===== config.mk =====
export PLATFORM = sky130hd
export DESIGN_NAME = thermal_alert_timer_logic
export DESIGN_NICKNAME = d
export VERILOG_FILES = /design/src/core/thermal_alert_pkg.sv /design/src/core/thermal_alert_timer_logic.sv /design/src/core/pin_sync.sv
export VERILOG_INCLUDE_DIRS = /design/src /design/src/core
export SDC_FILE = /design/constraint.sdc
export NUM_CORES = 1
export LEC_CHECK = 0
export ABC_AREA = 1
export BUFFER_PORTS_ARGS = -buffer_cell sky130_fd_sc_hd__buf_2
export CORE_MARGIN = 2
export CORE_UTILIZATION = 50
export DETAILED_ROUTE_END_ITERATION = 8
export GPL_ROUTABILITY_DRIVEN = 0
export HOLD_SLACK_MARGIN = 0.06
export MAX_ROUTING_LAYER = met4
export PLACE_DENSITY = 0.7
export SLEW_MARGIN = 20
export SYNTH_ARGS = -nofsm -noshare
export SYNTH_HDL_FRONTEND = slang
export SYNTH_SLANG_ARGS = --single-unit

===== constraint.sdc =====
create_clock -name i_clk -period 3.05 [get_ports i_clk]
set_clock_uncertainty 0.1 [all_clocks]
set_input_delay 0.4575 -clock i_clk [delete_from_list [all_inputs] [get_ports i_clk]]
set_output_delay 0.4575 -clock i_clk [all_outputs]
set_load 0.01 [all_outputs]

===== src/core/thermal_alert_defines.svh =====
// Constants for the thermal alert and assertion timer logic
// Functional notes
// - Mask bits gate only the alert output; status bits still set normally.
// - First mask: bit7 second-status summary, 6..4 temperatures, 3,2,0 voltages.
// - Second mask: diodes, fans 4..1, overtemperature, 12 V or ID change.
// - With thermal function in use, second-mask bit 5 masks timer events.
// - Alert disabled after reset; pin feature config picks pin 10 role.
// - Pin 14 role from two config bits: tach, thermal, alert, GPIO.
// - Thermal enable makes pin 20 thermal; pin 14 thermal only if enabled.
// - Boost bit forces running fans to full duty on external thermal low.
// - Timer runs while thermal input asserted, pauses, then accumulates.
// - Timer clears on read and saturates at full scale.
// - Bit 0 sets on first assertion; bit 1 after 45.52 ms; LSB 22.76 ms.
// - Read during assertion clears, sets bit 0 again, restarts from zero.
// - Timer above limit sets second-status bit 5 and raises an alert.
// - Limit zero triggers at first assertion; one after 45.52 ms.
// - Thermal pin driven low above critical limit until at or below it.
// - Config bit 3 enables each channel against its own critical limit.
// - Critical limit at code floor of its format disables that channel.
// - Status bits sticky; read clears only after condition has ended.
// - Alert stays asserted while out of limit and until status read.
// - Second-status bit 5 is fourth fan or timer limit exceeded.
`ifndef THERMAL_ALERT_DEFINES_SVH
`define THERMAL_ALERT_DEFINES_SVH

// ----------------------------------------------------------------
// Register offsets
// ----------------------------------------------------------------
`define ADDR_STATUS1 8'h41
`define ADDR_STATUS2 8'h42
`define ADDR_R1_CFG 8'h5f
`define ADDR_LOC_CFG 8'h60
`define ADDR_R2_CFG 8'h61
`define ADDR_R1_CRIT 8'h6a
`define ADDR_LOC_CRIT 8'h6b
`define ADDR_R2_CRIT 8'h6c
`define ADDR_MASK1 8'h74
`define ADDR_MASK2 8'h75
`define ADDR_PIN_CFG 8'h78
`define ADDR_TIMER 8'h79
`define ADDR_TIMER_LIM 8'h7a
`define ADDR_PIN14_CFG 8'h7d

// ----------------------------------------------------------------
// Reset values and field positions
// ----------------------------------------------------------------
`define RST_ZERO 8'h00
`define RST_CRIT 8'h64
`define RST_TIMER_LIM 8'h00
`define TIMER_FULL 8'hff
`define TIMER_FIRST 8'h01
`define TIMER_SECOND 8'h02
`define CRIT_OFF_OFS64 8'h00
`define CRIT_OFF_TWOS 8'h80
`define BIT_ALERT_PIN10 0
`define BIT_THERMAL_PIN_EN 1
`define BIT_BOOST 2
`define BIT_CH_THERMAL_PIN_EN 3
`define BIT_SUMMARY 7
`define BIT_F4P 5
`define BIT_OVT 1
`define BIT_CORE_V 1
`define MSK_CORE_V 0

// ----------------------------------------------------------------
// Timer resolution
// ----------------------------------------------------------------
`define TIMER_LSB_NS 22760000
`define CLK_PERIOD_NS 5

`endif


===== src/core/thermal_alert_pkg.sv =====
// Types shared by the thermal alert and assertion timer logic
package thermal_alert_pkg;

  typedef struct packed {
    logic [7:0] addr;
    logic [7:0] wdata;
    logic wr;
    logic rd;
  } reg_req_s;

  // Temperature with two fraction bits, 0.25 degree steps
  typedef struct packed {
    logic [9:0] r2;
    logic [9:0] loc;
    logic [9:0] r1;
  } temp_set_s;

  typedef enum logic [1:0] {
    PIN14_TACH = 2'b00,
    PIN14_THERMAL_PIN = 2'b10,
    PIN14_ALERT = 2'b01,
    PIN14_GPIO = 2'b11
  } pin14_mode_e;

  typedef enum logic [1:0] {
    TMR_IDLE = 2'b00,
    TMR_FIRST = 2'b01,
    TMR_COUNT = 2'b11,
    TMR_FULL = 2'b10
  } timer_state_e;

endpackage


===== src/core/thermal_alert_timer_logic.sv =====
// Alert masking, pin function select, thermal timer and thermal output
`timescale 1ns/100ps
`include "thermal_alert_defines.svh"
module thermal_alert_timer_logic
  import thermal_alert_pkg::*;
#(
  parameter int TICK_CYCLES = `TIMER_LSB_NS / `CLK_PERIOD_NS
)
(
  // Clock and reset
  input wire logic i_clk,
  input wire logic i_sys_rst,
  // Register access from the serial front end
  input wire reg_req_s i_reg_req,
  output logic [7:0] o_reg_rdata,
  output logic o_reg_rvalid,
  // Limit comparator conditions, level, high while out of limit
  input wire logic [7:0] i_status1_cond,
  input wire logic [7:0] i_status2_cond,
  // Temperature readings and per-channel update strobes local
  input wire temp_set_s i_temps,
  input wire logic [2:0] i_temp_update,
  input wire logic i_offset64_mode,
  // Fan state and second fan drive
  input wire logic [2:0] i_fan_running,
  input wire logic i_second_fan_drive,
  input wire logic i_gpio_out,
  input wire logic i_gpio_oe,
  // Pins: pin 10, pin 14, pin 20 (open drain pins drive low only)
  output logic o_pin10_out,
  output logic o_pin10_oe,
  input wire logic i_pin14,
  output logic o_pin14_out,
  output logic o_pin14_oe,
  input wire logic i_pin20,
  output logic o_pin20_out,
  output logic o_pin20_oe,
  // Status views
  output logic [2:0] o_fan_boost,
  output logic o_alert_pending,
  output logic o_gpio_in
);

  localparam logic [23:0] TICK_M1 = 24'(TICK_CYCLES - 1);
  localparam logic [23:0] TICK2_M1 = 24'((2 * TICK_CYCLES) - 1);

  // ----------------------------------------------------------------
  // Helpers
  // ----------------------------------------------------------------
  function automatic logic wr_hit(input reg_req_s req, input logic [7:0] addr);
    wr_hit = req.wr && (req.addr == addr);
  endfunction

  function automatic logic rd_hit(input reg_req_s req, input logic [7:0] addr);
    rd_hit = req.rd && (req.addr == addr);
  endfunction

  // Channel may drive thermal pin only when enabled and limit not at floor
  function automatic logic crit_armed(input logic [7:0] cfg, input logic [7:0] lim,
                                      input logic ofs64);
    logic floor_hit;
    floor_hit = ofs64 ? (lim == `CRIT_OFF_OFS64) : (lim == `CRIT_OFF_TWOS);
    crit_armed = cfg[`BIT_CH_THERMAL_PIN_EN] && !floor_hit;
  endfunction

  // Temperature above limit, in the comparison format of the channel
  function automatic logic crit_over(input logic [9:0] temp, input logic [7:0] lim,
                                     input logic ofs64);
    logic [9:0] lim_q;
    logic [9:0] t_adj;
    lim_q = {lim, 2'b00};
    t_adj = temp;
    if (!ofs64)
    begin
      lim_q[9] = ~lim_q[9];
      t_adj[9] = ~t_adj[9];
    end
    crit_over = t_adj > lim_q;
  endfunction

  // ----------------------------------------------------------------
  // Configuration registers
  // ----------------------------------------------------------------
  logic [7:0] cfg_r [3];
  logic [7:0] cfg_nxt [3];
  logic [7:0] crit_r [3];
  logic [7:0] crit_nxt [3];
  logic [7:0] mask1_r;
  logic [7:0] mask1_nxt;
  logic [7:0] mask2_r;
  logic [7:0] mask2_nxt;
  logic [7:0] pin_cfg_r;
  logic [7:0] pin_cfg_nxt;
  logic [7:0] tmr_lim_r;
  logic [7:0] tmr_lim_nxt;
  logic [7:0] pin14_cfg_r;
  logic [7:0] pin14_cfg_nxt;
  logic [7:0] cfg_addr [3];
  logic [7:0] crit_addr [3];

  assign cfg_addr[0] = `ADDR_R1_CFG;
  assign cfg_addr[1] = `ADDR_LOC_CFG;
  assign cfg_addr[2] = `ADDR_R2_CFG;
  assign crit_addr[0] = `ADDR_R1_CRIT;
  assign crit_addr[1] = `ADDR_LOC_CRIT;
  assign crit_addr[2] = `ADDR_R2_CRIT;

  always_comb
  begin
    for (int i = 0; i < 3; i++)
    begin
      cfg_nxt[i] = wr_hit(i_reg_req, cfg_addr[i]) ? i_reg_req.wdata : cfg_r[i];
      crit_nxt[i] = wr_hit(i_reg_req, crit_addr[i]) ? i_reg_req.wdata : crit_r[i];
    end
    mask1_nxt = wr_hit(i_reg_req, `ADDR_MASK1) ? i_reg_req.wdata : mask1_r;
    mask2_nxt = wr_hit(i_reg_req, `ADDR_MASK2) ? i_reg_req.wdata : mask2_r;
    pin_cfg_nxt = wr_hit(i_reg_req, `ADDR_PIN_CFG) ? i_reg_req.wdata : pin_cfg_r;
    tmr_lim_nxt = wr_hit(i_reg_req, `ADDR_TIMER_LIM) ? i_reg_req.wdata : tmr_lim_r;
    pin14_cfg_nxt = wr_hit(i_reg_req, `ADDR_PIN14_CFG) ? i_reg_req.wdata : pin14_cfg_r;
  end

  // Alert function is off after reset: pin 10 starts as fan drive
  always_ff @(posedge i_clk)
  begin
    if (i_sys_rst)
    begin
      for (int i = 0; i < 3; i++)
      begin
        cfg_r[i] <= `RST_ZERO;
        crit_r[i] <= `RST_CRIT;
      end
      mask1_r <= `RST_ZERO;
      mask2_r <= `RST_ZERO;
      pin_cfg_r <= `RST_ZERO;
      tmr_lim_r <= `RST_TIMER_LIM;
      pin14_cfg_r <= `RST_ZERO;
    end
    else
    begin
      cfg_r <= cfg_nxt;
      crit_r <= crit_nxt;
      mask1_r <= mask1_nxt;
      mask2_r <= mask2_nxt;
      pin_cfg_r <= pin_cfg_nxt;
      tmr_lim_r <= tmr_lim_nxt;
      pin14_cfg_r <= pin14_cfg_nxt;
    end
  end

  // ----------------------------------------------------------------
  // Pin roles and thermal input
  // ----------------------------------------------------------------
  pin14_mode_e multi_pin_select;
  logic thermal_pin_en;
  logic pin14_thermal_pin;
  logic pin20_level;
  logic pin14_level;
  logic thermal_pin_asserted;
  logic ext_low;
  logic drive_d1_r;
  logic drive_d2_r;

  assign multi_pin_select = pin14_mode_e'(pin14_cfg_r[1:0]);
  assign thermal_pin_en = pin_cfg_r[`BIT_THERMAL_PIN_EN];
  assign pin14_thermal_pin = thermal_pin_en && (multi_pin_select == PIN14_THERMAL_PIN);

  pin_sync u_sync20 (
    .i_clk(i_clk),
    .i_sys_rst(i_sys_rst),
    .i_pin(i_pin20),
    .o_level(pin20_level)
  );

  pin_sync u_sync14 (
    .i_clk(i_clk),
    .i_sys_rst(i_sys_rst),
    .i_pin(i_pin14),
    .o_level(pin14_level)
  );

  assign o_gpio_in = pin14_level;
  assign thermal_pin_asserted = thermal_pin_en && (!pin20_level || (pin14_thermal_pin && !pin14_level));
  // Own drive is seen two cycles late through the synchroniser
  assign ext_low = thermal_pin_asserted && !drive_d2_r;

  // ----------------------------------------------------------------
  // Thermal output from critical limits
  // ----------------------------------------------------------------
  logic [2:0] crit_hot_r;
  logic [2:0] crit_hot_nxt;
  logic [9:0] temp_ch [3];

  assign temp_ch[0] = i_temps.r1;
  assign temp_ch[1] = i_temps.loc;
  assign temp_ch[2] = i_temps.r2;

  // Decision changes only on a fresh reading or when the channel is disarmed, so low holds a full cycle
  always_comb
  begin
    for (int i = 0; i < 3; i++)
    begin
      crit_hot_nxt[i] = crit_hot_r[i];
      if (!crit_armed(cfg_r[i], crit_r[i], i_offset64_mode))
        crit_hot_nxt[i] = 1'b0;
      else if (i_temp_update[i])
        crit_hot_nxt[i] = crit_over(temp_ch[i], crit_r[i], i_offset64_mode);
    end
  end

  always_ff @(posedge i_clk)
  begin
    if (i_sys_rst)
    begin
      crit_hot_r <= 3'h0;
      drive_d1_r <= 1'b0;
      drive_d2_r <= 1'b0;
    end
    else
    begin
      crit_hot_r <= crit_hot_nxt;
      drive_d1_r <= |crit_hot_r;
      drive_d2_r <= drive_d1_r;
    end
  end

  // ----------------------------------------------------------------
  // Assertion timer
  // ----------------------------------------------------------------
  timer_state_e tmr_st_r;
  timer_state_e tmr_st_nxt;
  logic [7:0] tmr_val_r;
  logic [7:0] tmr_val_nxt;
  logic [23:0] pre_r;
  logic [23:0] pre_nxt;
  logic tmr_read;

  assign tmr_read = rd_hit(i_reg_req, `ADDR_TIMER);

  always_comb
  begin
    tmr_st_nxt = tmr_st_r;
    tmr_val_nxt = tmr_val_r;
    pre_nxt = pre_r;
    if (tmr_read)
    begin
      // Read clears; an ongoing assertion restarts the count at once
      tmr_val_nxt = thermal_pin_asserted ? `TIMER_FIRST : `RST_ZERO;
      tmr_st_nxt = thermal_pin_asserted ? TMR_FIRST : TMR_IDLE;
      pre_nxt = 24'h0;
    end
    else if (thermal_pin_asserted)
    begin
      unique case (tmr_st_r)
        TMR_IDLE:
        begin
          tmr_val_nxt = `TIMER_FIRST;
          tmr_st_nxt = TMR_FIRST;
          pre_nxt = 24'h0;
        end
        TMR_FIRST:
        begin
          pre_nxt = pre_r + 24'h1;
          if (pre_r == TICK2_M1)
          begin
            tmr_val_nxt = `TIMER_SECOND;
            tmr_st_nxt = TMR_COUNT;
            pre_nxt = 24'h0;
          end
        end
        TMR_COUNT:
        begin
          pre_nxt = pre_r + 24'h1;
          if (pre_r == TICK_M1)
          begin
            tmr_val_nxt = tmr_val_r + 8'h1;
            pre_nxt = 24'h0;
            if (tmr_val_r == (`TIMER_FULL - 8'h1))
              tmr_st_nxt = TMR_FULL;
          end
        end
        TMR_FULL:
        begin
          pre_nxt = 24'h0;
        end
      endcase
    end
  end

  always_ff @(posedge i_clk)
  begin
    if (i_sys_rst)
    begin
      tmr_st_r <= TMR_IDLE;
      tmr_val_r <= `RST_ZERO;
      pre_r <= 24'h0;
    end
    else
    begin
      tmr_st_r <= tmr_st_nxt;
      tmr_val_r <= tmr_val_nxt;
      pre_r <= pre_nxt;
    end
  end

  // ----------------------------------------------------------------
  // Sticky status and alert
  // ----------------------------------------------------------------
  logic [7:0] status1_r;
  logic [7:0] status1_nxt;
  logic [7:0] status2_r;
  logic [7:0] status2_nxt;
  logic [7:0] cond2;
  logic [7:0] cond1;
  logic [7:0] status1_view;
  logic timer_exceeded;
  logic alert_nxt;
  logic [7:0] unmasked1;

  assign timer_exceeded = thermal_pin_en && (tmr_val_nxt > tmr_lim_r);

  always_comb
  begin
    cond2 = i_status2_cond;
    cond2[`BIT_F4P] = thermal_pin_en ? timer_exceeded : i_status2_cond[`BIT_F4P];
    cond2[`BIT_OVT] = i_status2_cond[`BIT_OVT] | (|crit_hot_r);
    cond1 = i_status1_cond;
    cond1[`BIT_SUMMARY] = 1'b0;
    // Set wins over a read in the same cycle
    status1_nxt = cond1 | (rd_hit(i_reg_req, `ADDR_STATUS1) ? 8'h00 : status1_r);
    status2_nxt = cond2 | (rd_hit(i_reg_req, `ADDR_STATUS2) ? 8'h00 : status2_r);
  end

  assign status1_view = {|status2_r, status1_r[6:0]};

  // Mask bit 0 gates the core channel held at status bit 1; bit 0 has no mask
  always_comb
  begin
    unmasked1 = status1_r & ~{1'b0, mask1_r[6:2], mask1_r[`MSK_CORE_V], 1'b0};
    unmasked1[`BIT_SUMMARY] = (|(status2_r & ~mask2_r)) && !mask1_r[`BIT_SUMMARY];
    alert_nxt = |unmasked1;
  end

  always_ff @(posedge i_clk)
  begin
    if (i_sys_rst)
    begin
      status1_r <= `RST_ZERO;
      status2_r <= `RST_ZERO;
    end
    else
    begin
      status1_r <= status1_nxt;
      status2_r <= status2_nxt;
    end
  end

  // ----------------------------------------------------------------
  // Register read port
  // ----------------------------------------------------------------
  logic [7:0] rdata_nxt;

  always_comb
  begin
    rdata_nxt = `RST_ZERO;
    for (int i = 0; i < 3; i++)
    begin
      if (i_reg_req.addr == cfg_addr[i])
        rdata_nxt = cfg_r[i];
      if (i_reg_req.addr == crit_addr[i])
        rdata_nxt = crit_r[i];
    end
    unique case (i_reg_req.addr)
      `ADDR_STATUS1: rdata_nxt = status1_view;
      `ADDR_STATUS2: rdata_nxt = status2_r;
      `ADDR_MASK1: rdata_nxt = mask1_r;
      `ADDR_MASK2: rdata_nxt = mask2_r;
      `ADDR_PIN_CFG: rdata_nxt = pin_cfg_r;
      `ADDR_TIMER: rdata_nxt = tmr_val_r;
      `ADDR_TIMER_LIM: rdata_nxt = tmr_lim_r;
      `ADDR_PIN14_CFG: rdata_nxt = pin14_cfg_r;
      default: ;
    endcase
  end

  // ----------------------------------------------------------------
  // Registered outputs
  // ----------------------------------------------------------------
  logic pin10_out_nxt;
  logic pin10_oe_nxt;
  logic pin14_out_nxt;
  logic pin14_oe_nxt;
  logic pin20_oe_nxt;
  logic [2:0] boost_nxt;

  always_comb
  begin
    if (pin_cfg_r[`BIT_ALERT_PIN10])
    begin
      pin10_out_nxt = 1'b0;
      pin10_oe_nxt = alert_nxt;
    end
    else
    begin
      pin10_out_nxt = i_second_fan_drive;
      pin10_oe_nxt = 1'b1;
    end
    pin14_out_nxt = 1'b0;
    pin14_oe_nxt = 1'b0;
    unique case (multi_pin_select)
      PIN14_TACH: pin14_oe_nxt = 1'b0;
      PIN14_THERMAL_PIN: pin14_oe_nxt = pin14_thermal_pin && (|crit_hot_nxt);
      PIN14_ALERT: pin14_oe_nxt = alert_nxt;
      PIN14_GPIO:
      begin
        pin14_out_nxt = i_gpio_out;
        pin14_oe_nxt = i_gpio_oe;
      end
    endcase
    pin20_oe_nxt = thermal_pin_en && (|crit_hot_nxt);
    boost_nxt = (pin_cfg_r[`BIT_BOOST] && ext_low) ? i_fan_running : 3'h0;
  end

  always_ff @(posedge i_clk)
  begin
    if (i_sys_rst)
    begin
      o_reg_rdata <= `RST_ZERO;
      o_reg_rvalid <= 1'b0;
      o_pin10_out <= 1'b0;
      o_pin10_oe <= 1'b0;
      o_pin14_out <= 1'b0;
      o_pin14_oe <= 1'b0;
      o_pin20_out <= 1'b0;
      o_pin20_oe <= 1'b0;
      o_fan_boost <= 3'h0;
      o_alert_pending <= 1'b0;
    end
    else
    begin
      o_reg_rdata <= i_reg_req.rd ? rdata_nxt : o_reg_rdata;
      o_reg_rvalid <= i_reg_req.rd;
      o_pin10_out <= pin10_out_nxt;
      o_pin10_oe <= pin10_oe_nxt;
      o_pin14_out <= pin14_out_nxt;
      o_pin14_oe <= pin14_oe_nxt;
      o_pin20_out <= 1'b0;
      o_pin20_oe <= pin20_oe_nxt;
      o_fan_boost <= boost_nxt;
      o_alert_pending <= alert_nxt;
    end
  end

endmodule


===== src/core/pin_sync.sv =====
// Two-flop synchroniser for a pin input
`timescale 1ns/100ps
module pin_sync (
  // Clock and reset
  input wire logic i_clk,
  input wire logic i_sys_rst,
  // Pin level in, synchronised level out
  input wire logic i_pin,
  output logic o_level
);

  logic meta_r;
  logic level_r;

  // Idle pin level is high, so reset to high avoids a false assertion
  always_ff @(posedge i_clk)
  begin
    if (i_sys_rst)
    begin
      meta_r <= 1'b1;
      level_r <= 1'b1;
    end
    else
    begin
      meta_r <= i_pin;
      level_r <= meta_r;
    end
  end

  assign o_level = level_r;

endmodule


==> impl_metrics.json <==
{
  "ctsResizeCount": 0,
  "met1_usage_pct": 33.8,
  "cts.sinks": 164,
  "antenna_found_initial": 1,
  "slowest_stage": "dfxtp_1",
  "crit_path_start_kind": "register",
  "critPathKind": "register to register",
  "gr-total-overflow": 0,
  "port_buffers": 95,
  "rows": 48,
  "grt_max_degree": 76,
  "vias": 8469,
  "first_global_vias": 7896,
  "rsz0062_at_grt": "false",
  "ys_warn_count": 0,
  "pwr-share-comb_pct": 6.7,
  "hold_start": "i_pin14",
  "p_sw_share_pct": 25.6,
  "cap_violations": 0,
  "path_cells": "nor2_1, nand4_1, nor2_2, nand2_1, nand2_2, nand2_1, o21ai_0, nand2_1, inv_1, nor2_1, ha_1, a21oi_1, o21a_1, o221ai_1, nand3_1, a21oi_1",
  "grt.busiest_layer": "met2",
  "crit_top_cell": "nand2_1",
  "antenna_left": 0,
  "first_pass_iters": 5,
  "tns_ns": 0,
  "finalCritPeriodShare_pct": 93.5,
  "worstPathRequired_ns": 3.31,
  "tightest_slew_ns": 0.780,
  "io_pins": 98,
  "hold_ws_ns": 0.103,
  "drive_gt1_share_pct": 13.7,
  "cts_tree": "done",
  "seq_power_share_pct": 47.5,
  "root_buffer": "clkbuf_16",
  "grt_pass1_wl_mm": 39.2,
  "cts_buffer_depth": 2,
  "place_hpwl_mm": 17.4,
  "final_max_slew_viol_count": 0,
  "final_util_pct": 57.9,
  "use_met2_pct": 45.3,
  "r2r_slack_ns": 0.20,
  "p_per_area_nw_per_um2": 463,
  "drc": 0,
  "final-setup-viol-count": 0,
  "place_area_sq_um": 9340,
  "cp-end-kind": "register",
  "cp.depth": 16,
  "die_area_sq_um": 18600,
  "synth_flop_cell": "dfxtp_1",
  "p_int_mw": 3.43,
  "worst_hold_path_type": "input port to register",
  "instances_no_fill": 1579,
  "rr_startpoint": "pre_r[20]",
  "power_switching_mw": 1.18,
  "design_area_sq_um": 9940,
  "fin_ws_ns": 0.199,
  "avgSynthCellArea_sq_um": 6.94,
  "via_per_inst": 5.36,
  "final_common_cell": "nand2_1",
  "p_clk_share_pct": 45.8,
  "worstReg2RegEnd": "status2_r[5]",
  "synthesis.nets": 1373,
  "nets": 1453,
  "routed_wl_mm": 24.1,
  "ir_drop_mv": 0.388,
  "h-tree-depth": 4,
  "reg2reg_depth": 16,
  "cp_num_buf_inv": 1,
  "leakage_nw": 4.26,
  "dpl_worst_slack_ns": 0.237,
  "syn_to_final_growth_pct": 13.7,
  "clk_pin_slew_ns": 0.07,
  "start_util_pct": 50.9,
  "critPathMaxStageDelay_ns": 0.34,
  "cp_top_family": "simple AND/OR/NAND/NOR gates",
  "min_period_ns": 2.85,
  "synthCells": 1260,
  "use_met3_pct": 4.88,
  "max_freq_mhz": 351,
  "min_to": "u_sync14.meta_r",
  "place_inst": 1546,
  "min_path_cells": 2,
  "layout_common_cells": "nand2_1 (200), inv_1 (186), nor2_1 (167)",
  "crit_fanout": 5,
  "finalHoldViolations": 0,
  "fin_total_pwr_mw": 4.60,
  "synth_edf_count": 0,
  "synth_area_sq_um": 8740,
  "drtIter0Drc": 698,
  "relSlewSlack_pct": 47.6,
  "die_h_um": 136,
  "ys_types": 47,
  "coreArea_sq_um": 17200,
  "die_w_um": 136,
  "cts_buffers": 17,
  "clkLatencyLatePin_ns": 0.44,
  "cts_setup_buffers": 0,
  "yosys_register_bits": 164,
  "wl_per_cell_um": 15.3,
  "ctsHoldBuffers": 0,
  "synthArstFlopShare_pct": 0,
  "grt.total_usage_pct": 27.7,
  "outcome": "completed",
  "crit_arrival_ns": 3.11,
  "ys_seq_area_share_pct": 37.6
}
==> cell usage after synthesis, types with 2 or more instances <==
| master | count | share of area (%) |
|---|---|---|
| nand2_1 | 200 | 8.6 |
| inv_1 | 186 | 8.0 |
| nor2_1 | 169 | 7.3 |
| dfxtp_1 | 164 | 38 |
| a21oi_1 | 129 | 7.4 |
| o21ai_0 | 101 | 5.8 |
| nand3_1 | 58 | 3.3 |
| ha_1 | 35 | 5.0 |
| nand4_1 | 34 | 2.4 |
| o22ai_1 | 33 | 2.4 |
| clkbuf_1 | 27 | 1.2 |
| nor3_1 | 19 | 1.1 |
| a211oi_1 | 10 | 0.86 |
| or2_2 | 7 | 0.50 |
| xor2_1 | 7 | 0.70 |
| buf_6 | 6 | 0.77 |
| inv_2 | 6 | 0.26 |
| nand2_2 | 6 | 0.43 |
| nor4_1 | 6 | 0.43 |
| buf_2 | 5 | 0.29 |
| nand2_4 | 5 | 0.64 |
| nor3_4 | 4 | 0.74 |
| o21ai_1 | 4 | 0.23 |
| xnor2_1 | 4 | 0.40 |
| buf_4 | 3 | 0.26 |
| nor3b_1 | 3 | 0.26 |
| a21o_1 | 2 | 0.17 |
| clkinv_2 | 2 | 0.11 |
| nand3_4 | 2 | 0.40 |
| nand4_4 | 2 | 0.49 |
| nor2_2 | 2 | 0.14 |
| nor2_4 | 2 | 0.26 |
| nor3_2 | 2 | 0.23 |
| o21a_1 | 2 | 0.17 |
==> sequential cells by signal, indices dropped and copies added (netlist names), 2 cells and up <==
signal,count
cfg_r,24
crit_hot_r,3
crit_r,24
mask1_r,8
mask2_r,8
o_fan_boost,3
o_reg_rdata,8
pin14_cfg_r,8
pin_cfg_r,8
pre_r,24
status1_r,7
status2_r,8
tmr_lim_r,8
tmr_st_r,2
tmr_val_r,8
==> cell families (layout without fill, tap and decap cells) <==
group / Yosys count / after routing / share of synthesized area, %
other: 1 / 2 / 0.0429
and+or+nand+nor: 525 / 525 / 27.7
xor gates and xnor gates: 11 / 11 / 1.10
DFF: 164 / 164 / 37.6
buffers and inverters: 235 / 328 / 10.8
adders and majority gates: 35 / 35 / 5.01
AOI/OAI and AO/OA: 289 / 289 / 17.8
==> per-layer routing <==
layer  vias up  routed length [um]
met1      3866               10800
met2       246               11300
met5         -                   0
li1       4302                   -
met4         0                 754
met3        55                1310
==> worst reg2reg max path: stages, from the launching register on <==
cell      delay (ns)
dfxtp_1         0.34
nor2_1          0.33
nand4_1         0.18
nor2_2          0.18
nand2_1         0.11
nand2_2         0.12
nand2_1         0.10
o21ai_0         0.15
nand2_1         0.08
inv_1           0.07
nor2_1          0.04
ha_1            0.29
a21oi_1         0.07
o21a_1          0.17
o221ai_1        0.17
nand3_1         0.11
a21oi_1         0.16
==> worst max-delay path by stage <==
stage | startpoint | to | slack, ns
finish | pre_r[20] | status2_r[5] | 0.20
floorplan | pre_r[0] | status2_r[5] | 0.53
detailed placement | pin_cfg_r[1] | status2_r[5] | 0.24
global placement | pin_cfg_r[1] | status2_r[5] | 0.29
global route | pre_r[20] | status2_r[5] | 0.001
CTS | pin_cfg_r[1] | status2_r[5] | 0.16
==> power groups by stage <==
stage | Clock [mW] | Combinational (mW) | Sequential (mW)
floorplan | 0 | 0.188 | 2.23
global placement | 0 | 0.300 | 2.24
detailed placement | 0 | 0.305 | 2.24
CTS | 2.12 | 0.308 | 2.19
global route | 2.22 | 0.345 | 2.19
finish | 2.11 | 0.308 | 2.19
==> cell type report <==
class	instances	area (sq um)
antenna	1	2.50
clock buffer	17	425
clock inverter	15	149
fill	1684	7230
inverter	194	731
multi-input combinational	861	4540
sequential	164	3290
tap	225	282
timing repair buffer	102	528
Power figures use the tool's default switching activity.
